File: config.mk
export PLATFORM = sky130hd
export DESIGN_NAME = cgm_mode_ctrl
export DESIGN_NICKNAME = d
export VERILOG_FILES = /design/src/rtl/cgm_pkg.sv /design/src/rtl/cgm_sync.sv /design/src/rtl/cgm_once_reg.sv /design/src/rtl/cgm_mode_ctrl.sv
export SDC_FILE = /design/constraint.sdc
export NUM_CORES = 1
export LEC_CHECK = 0
export ABC_CLOCK_PERIOD_IN_PS = 5050
export BUFFER_PORTS_ARGS = -buffer_cell sky130_fd_sc_hd__clkbuf_2
export CORE_AREA = 2 2 55 70
export CTS_BUF_LIST = sky130_fd_sc_hd__clkbuf_16
export CTS_CLUSTER_DIAMETER = 120
export CTS_CLUSTER_SIZE = 10
export DETAILED_ROUTE_END_ITERATION = 8
export DIE_AREA = 0 0 57 72
export GPL_TIMING_DRIVEN = 0
export PLACE_DENSITY = 0.82
export RECOVER_POWER = 50
export REMOVE_ABC_BUFFERS = 1
export SYNTH_ARGS = -nofsm -noshare
export SYNTH_HDL_FRONTEND = slang
export SYNTH_SLANG_ARGS = --single-unit
File: constraint.sdc
create_clock -name mclk -period 5.05 [get_ports mclk]
set_clock_uncertainty 0.1 [all_clocks]
set_input_delay 1.01 -clock mclk [delete_from_list [all_inputs] [get_ports mclk]]
set_output_delay 1.01 -clock mclk [all_outputs]
set_load 0.02 [all_outputs]
File: src/rtl/cgm_pkg.sv
// constants, field layout and mode codes for the clock mode control block
package cgm_pkg;
   // register byte addresses
   localparam logic [7:0] CGM_CTRL1_ADDR = 8'h00;
   localparam logic [7:0] CGM_STATUS_ADDR = 8'h04;
   // control register field positions
   localparam int CGM_HGO_BIT = 7;
   localparam int CGM_RANGE_BIT = 6;
   localparam int CGM_EXT_REF_SELECT_BIT = 5;
   localparam int CGM_MODE_HI = 4;
   localparam int CGM_MODE_LO = 3;
   localparam int CGM_OSCOFF_BIT = 2;
   localparam int CGM_LOCD_BIT = 1;
   // status register field positions
   localparam int CGM_ST_MODE_HI = 7;
   localparam int CGM_ST_MODE_LO = 6;
   localparam int CGM_ST_REFOK_BIT = 5;
   localparam int CGM_ST_PEND_BIT = 4;
   localparam int CGM_ST_FIRST_BIT = 3;
   localparam int CGM_ST_PINRES_BIT = 2;
   // clock mode codes
   localparam logic [1:0] CGM_MODE_SCM = 2'h0;
   localparam logic [1:0] CGM_MODE_FEI = 2'h1;
   localparam logic [1:0] CGM_MODE_FBE = 2'h2;
   localparam logic [1:0] CGM_MODE_FEE = 2'h3;
   // reset values and loop prescale factors
   localparam logic [2:0] CGM_ONCE_RST = 3'h0;
   localparam logic [1:0] CGM_MISC_RST = 2'h0;
   localparam logic [6:0] CGM_PRESCALE_LOW = 7'h40;
   localparam logic [6:0] CGM_PRESCALE_HIGH = 7'h01;
   localparam logic [31:0] CGM_ZERO_WORD = 32'h0;
   // mode switch sequencer states
   typedef enum logic {CGM_SW_IDLE, CGM_SW_WAIT} cgm_sw_e;
endpackage

File: src/rtl/cgm_sync.sv
// two flop synchroniser for levels entering the bus clock domain
module cgm_sync #(
   parameter int W = 1
) (
   // clock and reset
   input wire logic mclk,
   input wire logic rst,
   // level in and synchronised level out
   input wire logic [W-1:0] din,
   output logic [W-1:0] dout
);
   logic [W-1:0] stage1;

   // stage1 is read only by the second flop
   always_ff @(posedge mclk) begin
      if (rst) begin
         stage1 <= '0;
         dout <= '0;
      end else begin
         stage1 <= din;
         dout <= stage1;
      end
   end
endmodule // cgm_sync

File: src/rtl/cgm_once_reg.sv
// write once register: keeps only the first load after reset
module cgm_once_reg #(
   parameter int W = 3,
   parameter logic [W-1:0] RST_VAL = '0
) (
   // clock and reset
   input wire logic mclk,
   input wire logic rst,
   // load strobe and data
   input wire logic load,
   input wire logic [W-1:0] d,
   // stored value and lock flag
   output logic [W-1:0] q,
   output logic done
);
   // later loads are dropped until the next reset
   always_ff @(posedge mclk) begin
      if (rst) begin
         q <= RST_VAL;
         done <= 1'b0;
      end else if (load && !done) begin
         q <= d;
         done <= 1'b1;
      end
   end
endmodule // cgm_once_reg

File: src/rtl/cgm_mode_ctrl.sv
// clock generator mode select and oscillator configuration, apb slave
module cgm_mode_ctrl
   import cgm_pkg::*;
(
   // clock and reset
   input wire logic mclk,
   input wire logic rst,
   // apb slave
   input wire logic psel,
   input wire logic penable,
   input wire logic pwrite,
   input wire logic [7:0] paddr,
   input wire logic [31:0] pwdata,
   output logic [31:0] prdata,
   output logic pready,
   output logic pslverr,
   // clock generator environment
   input wire logic extRefClockOk,
   input wire logic offModeReq,
   // oscillator configuration
   output logic oscHighGainSel,
   output logic extRefSelect,
   output logic [6:0] loopPrescale,
   output logic [1:0] activeMode,
   output logic clockStatic,
   // oscillator pin use
   output logic extClockInEn,
   output logic oscInEn,
   output logic oscOutEn
);
   ////////////////////////////////////////////////////////////////////////
   // bus decode
   logic access;
   logic wrCtrl;
   logic hitCtrl;
   logic hitStatus;
   logic [2:0] onceQ;
   logic firstDone;
   logic [1:0] modeSelect;
   logic [1:0] miscBits;
   logic pinReserved;
   logic refOkSync;
   logic [1:0] modeStatus;
   logic [1:0] wrMode;
   logic modeWriteOk;
   cgm_sw_e swState;
   cgm_sw_e next_swState;
   logic switchDone;

   assign hitCtrl = (paddr == CGM_CTRL1_ADDR);
   assign hitStatus = (paddr == CGM_STATUS_ADDR);
   assign access = psel && penable && pready;
   assign wrCtrl = access && pwrite && hitCtrl;
   assign wrMode = pwdata[CGM_MODE_HI:CGM_MODE_LO];

   // one wait state: pready rises on the second access cycle
   always_ff @(posedge mclk) begin
      if (rst) begin
         pready <= 1'b0;
      end else begin
         pready <= psel && penable && !pready;
      end
   end

   // read data and error are set up with pready, unmapped gives an error
   always_ff @(posedge mclk) begin
      if (rst) begin
         prdata <= CGM_ZERO_WORD;
         pslverr <= 1'b0;
      end else if (psel && penable && !pready) begin
         prdata <= CGM_ZERO_WORD;
         pslverr <= !(hitCtrl || hitStatus);
         if (!pwrite && hitCtrl) begin
            prdata[CGM_HGO_BIT] <= onceQ[2];
            prdata[CGM_RANGE_BIT] <= onceQ[1];
            prdata[CGM_EXT_REF_SELECT_BIT] <= onceQ[0];
            prdata[CGM_MODE_HI:CGM_MODE_LO] <= modeSelect;
            prdata[CGM_OSCOFF_BIT:CGM_LOCD_BIT] <= miscBits;
         end else if (!pwrite && hitStatus) begin
            prdata[CGM_ST_MODE_HI:CGM_ST_MODE_LO] <= modeStatus;
            prdata[CGM_ST_REFOK_BIT] <= refOkSync;
            prdata[CGM_ST_PEND_BIT] <= (swState == CGM_SW_WAIT);
            prdata[CGM_ST_FIRST_BIT] <= firstDone;
            prdata[CGM_ST_PINRES_BIT] <= pinReserved;
         end
      end else begin
         pslverr <= 1'b0;
      end
   end

   ////////////////////////////////////////////////////////////////////////
   // write once fields: gain, range, reference source
   // the lock flag of this register doubles as the first write marker
   cgm_once_reg #(
      .W(3),
      .RST_VAL(CGM_ONCE_RST)
   ) u_once (
      .mclk(mclk),
      .rst(rst),
      .load(wrCtrl),
      .d({pwdata[CGM_HGO_BIT], pwdata[CGM_RANGE_BIT], pwdata[CGM_EXT_REF_SELECT_BIT]}),
      .q(onceQ),
      .done(firstDone)
   );

   // plain read/write bits kept for software, not used by this block
   always_ff @(posedge mclk) begin
      if (rst) begin
         miscBits <= CGM_MISC_RST;
      end else if (wrCtrl) begin
         miscBits <= pwdata[CGM_OSCOFF_BIT:CGM_LOCD_BIT];
      end
   end

   // first write decides whether the external pin is reserved
   always_ff @(posedge mclk) begin
      if (rst) begin
         pinReserved <= 1'b0;
      end else if (wrCtrl && !firstDone) begin
         pinReserved <= wrMode[1];
      end
   end

   ////////////////////////////////////////////////////////////////////////
   // mode select field and switch sequencer
   // a 1X request without a reserved pin would starve the clock tree
   assign modeWriteOk = wrCtrl && (swState == CGM_SW_IDLE)
      && !(firstDone && !pinReserved && wrMode[1]);

   always_ff @(posedge mclk) begin
      if (rst) begin
         modeSelect <= CGM_MODE_SCM;
      end else if (modeWriteOk) begin
         modeSelect <= wrMode;
      end
   end

   // bypass only after the reference is seen valid; off mode freezes it
   assign switchDone = !offModeReq
      && (modeSelect != CGM_MODE_FBE || refOkSync);

   always_comb begin
      next_swState = swState;
      unique case (swState)
         CGM_SW_IDLE: begin
            if (modeWriteOk) begin
               next_swState = CGM_SW_WAIT;
            end
         end
         CGM_SW_WAIT: begin
            if (switchDone) begin
               next_swState = CGM_SW_IDLE;
            end
         end
      endcase
   end

   always_ff @(posedge mclk) begin
      if (rst) begin
         swState <= CGM_SW_IDLE;
      end else begin
         swState <= next_swState;
      end
   end

   // active mode follows the select once the switch completes
   always_ff @(posedge mclk) begin
      if (rst) begin
         activeMode <= CGM_MODE_SCM;
      end else if (swState == CGM_SW_WAIT && switchDone) begin
         activeMode <= modeSelect;
      end
   end

   ////////////////////////////////////////////////////////////////////////
   // crossings: reference status in, mode status back to software
   cgm_sync #(.W(1)) u_refok (
      .mclk(mclk),
      .rst(rst),
      .din(extRefClockOk),
      .dout(refOkSync)
   );

   cgm_sync #(.W(2)) u_modest (
      .mclk(mclk),
      .rst(rst),
      .din(activeMode),
      .dout(modeStatus)
   );

   ////////////////////////////////////////////////////////////////////////
   // oscillator configuration outputs
   always_ff @(posedge mclk) begin
      if (rst) begin
         oscHighGainSel <= 1'b0;
         extRefSelect <= 1'b0;
         loopPrescale <= CGM_PRESCALE_LOW;
         clockStatic <= 1'b0;
      end else begin
         oscHighGainSel <= onceQ[2];
         extRefSelect <= onceQ[0];
         // internal modes keep the fixed low range prescale
         if (activeMode[1] && onceQ[1]) begin
            loopPrescale <= CGM_PRESCALE_HIGH;
         end else begin
            loopPrescale <= CGM_PRESCALE_LOW;
         end
         clockStatic <= offModeReq;
      end
   end

   // pin functions, fixed by the first control write
   always_ff @(posedge mclk) begin
      if (rst) begin
         extClockInEn <= 1'b0;
         oscInEn <= 1'b0;
         oscOutEn <= 1'b0;
      end else begin
         extClockInEn <= pinReserved && !onceQ[0];
         oscInEn <= pinReserved && onceQ[0];
         oscOutEn <= pinReserved;
      end
   end
endmodule // cgm_mode_ctrl

==> flow_metrics.env <==
export IMPL_drc_errors=0
export IMPL_dr_pass1_iters=4
export IMPL_cts_hold_buf=0
export IMPL_required_ns=5.11
export IMPL_crit_fanout=9
export IMPL_placementRows=24
export IMPL_place_gp_congestion=0.723
export IMPL_cts_tree="yes"
export IMPL_drt_iter0_markers=31
export IMPL_grt_pass1_vias=961
export IMPL_status="finished, final reports clean"
export IMPL_yosysSeqAreaShare_pct=47.1
export IMPL_hold_path_depth=1
export IMPL_setup_violations=0
export IMPL_post_cts_setup_buffer_count=0
export IMPL_drive_gt1_share_pct=20.9
export IMPL_netlist_area_mm2=0.00149
export IMPL_power_total_mw=0.599
export IMPL_initial_utilization_pct=43.4
export IMPL_wl_per_cell_um=11.1
export IMPL_power_density_mw_per_mm2=351
export IMPL_synthCells=154
export IMPL_ys_types=27
export IMPL_io_buffers=40
export IMPL_reg2reg_depth=4
export IMPL_worst_setup_path_end_kind="flip-flop"
export IMPL_cts_max_path_buffers=2
export IMPL_antenna_found_initial=0
export IMPL_final_cells=235
export IMPL_drtAntennaViolNets=0
export IMPL_overflow=0
export IMPL_fmax_mhz=353
export IMPL_die_h_um=72
export IMPL_ys_ff_latch=35
export IMPL_placed_cells=227
export IMPL_holdCritPathClass="reg2reg"
export IMPL_hold_viol=0
export IMPL_syn_to_final_growth_pct=14.9
export IMPL_htree_levels=2
export IMPL_leakage_nw=0.795
export IMPL_postLayoutCellArea_mm2=0.00171
export IMPL_layout_commonest_cell="dfxtp_1"
export IMPL_syn_area_per_cell_um2=9.65
export IMPL_core_mm2=0.00342
export IMPL_start_kind="primary input"
export IMPL_grt_max_degree=33
export IMPL_period_needed_ns=2.83
export IMPL_fin_tns_setup_ns=0
export IMPL_n_antenna_cell=0
export IMPL_tightest_slew_ns=1.22
export IMPL_via_count=1045
export IMPL_final_max_slew_viol_count=0
export IMPL_final_cell_mix="dfxtp_1 (35), conb_1 (30), clkbuf_2 (29), nor2_1 (14), clkbuf_1 (11)"
export IMPL_nets=242
export IMPL_ir_drop_mv=0.254
export IMPL_holdWs_ns=0.331
export IMPL_critPathKind="in2reg"
export IMPL_worstPathArrival_ns=2.89
export IMPL_clock_latency_ns=0.27
export IMPL_viasPerCell=4.45
export IMPL_startpoint="paddr[7]"
export IMPL_hp_start="u_modest.stage1[1]$_SDFF_PP0_"
export IMPL_clk_pin_slew_worst_paths_ns=0.05
export IMPL_fin_crit_sh_pct=56.0
export IMPL_ctsResizeCount=0
export IMPL_clock_root_buffer="clkbuf_16"
export IMPL_max_cap_violations=0
export IMPL_die_area_mm2=0.00410
export IMPL_r2r_start="pready$_SDFF_PP0_"
export IMPL_ys_warn_count=0
export IMPL_dp_hpwl_um=1880
export IMPL_rsz0062_at_grt="false"
export IMPL_dpl_cell_area_mm2=0.00159
export IMPL_grt_pass1_wl_um=4260
export IMPL_relSlewSlack_pct=18.4
export IMPL_cts_inserted_buffers=5
export IMPL_cts_sinks=35
export IMPL_ioPinCount=96
export IMPL_die_x_um=57
export IMPL_track_usage_pct=14.1
export IMPL_wl_um=2600
## cell usage after synthesis
| library cell | instances | area, um2 |
|---|---|---|
| nor2b_1 | 9 | 56.3 |
| nand3b_1 | 3 | 22.5 |
| o41ai_1 | 2 | 17.5 |
| o21ai_0 | 6 | 30.0 |
| buf_6 | 1 | 11.3 |
| mux2i_1 | 6 | 60.1 |
| or3_1 | 1 | 6.26 |
| buf_4 | 32 | 240 |
| dfxtp_1 | 35 | 701 |
| and2_1 | 1 | 6.26 |
| or4_4 | 1 | 11.3 |
| mux2_2 | 5 | 56.3 |
| a22oi_1 | 7 | 52.6 |
| or4_1 | 1 | 7.51 |
| nand2_1 | 5 | 18.8 |
| or3_4 | 1 | 11.3 |
| nand2b_1 | 6 | 37.5 |
| a21oi_1 | 3 | 15.0 |
| o21a_1 | 1 | 7.51 |
| inv_1 | 7 | 26.3 |
| nor2_1 | 14 | 52.6 |
| conb_1 | 1 | 3.75 |
| nor4_1 | 1 | 6.26 |
| a221oi_1 | 1 | 8.76 |
| clkbuf_1 | 2 | 7.51 |
| nor3_1 | 1 | 5.00 |
| or2b_1 | 1 | 7.51 |
## registers in the layout (all words and copies together), names as in the netlist, 2 cells and up
name / flops
prdata: 7
u_once.q: 3
activeMode: 2
loopPrescale: 2
miscBits: 2
modeSelect: 2
u_modest.dout: 2
u_modest.stage1: 2
## cell families (layout without fill, tap and decap cells)
kind of cell / count (synthesis) / count (layout) / synth area share [%]
compound gates: 20 / 20 / 8.84
buf+inv: 42 / 55 / 19.2
flops: 35 / 35 / 47.1
mux: 11 / 11 / 7.83
other cells: 1 / 30 / 0.252
simple gates: 45 / 45 / 16.8
## path summary, 6_finish.rpt
check | end | slack, ns
worst max-delay path | modeSelect[0]$_SDFFE_PP0P_ | 2.22
worst min-delay path | u_modest.dout[1]$_SDFF_PP0_ | 0.33
worst max register to register | prdata[1]$_SDFFE_PP0N_ | 2.91
worst min register to register | u_modest.dout[1]$_SDFF_PP0_ | 0.33
## layout make-up
type	count	area (um2)
inverter	7	26.3
tap	39	48.8
clock inverter	3	11.3
sequential	35	701
timing repair buffer	40	186
fill	355	1720
clock buffer	5	125
multi-input combinational	106	609
## metal layers
metal  track usage (%)  part of all wire (%)
met3              6.77                   8.0
met1              14.6                    40
met2              23.1                    50
met5                 0                     0
met4              7.75                   2.2
## worst max-delay path, stage by stage
cell and delay [ns]:
clkbuf_2 0.08, or4_4 0.53, or4_1 0.68, or3_4 0.47, mux2i_1 0.13
## metrics by stage
stage | utilization, % | worst slack [ns]
finish | 49.9 | 2.22
global route | 49.9 | 2.14
CTS | 50.3 | 2.22
detailed placement | 46.3 | 1.93
global placement | 46.3 | 1.95
floorplan | - | 2.13
## report_power, final
group / switching, mW / internal, mW / total (mW)
registers: 0.000772 / 0.278 / 0.279
logic: 0.0314 / 0.00984 / 0.0412
clock network: 0.101 / 0.177 / 0.278
total: 0.133 / 0.465 / 0.599
Power figures use the tool's default switching activity.
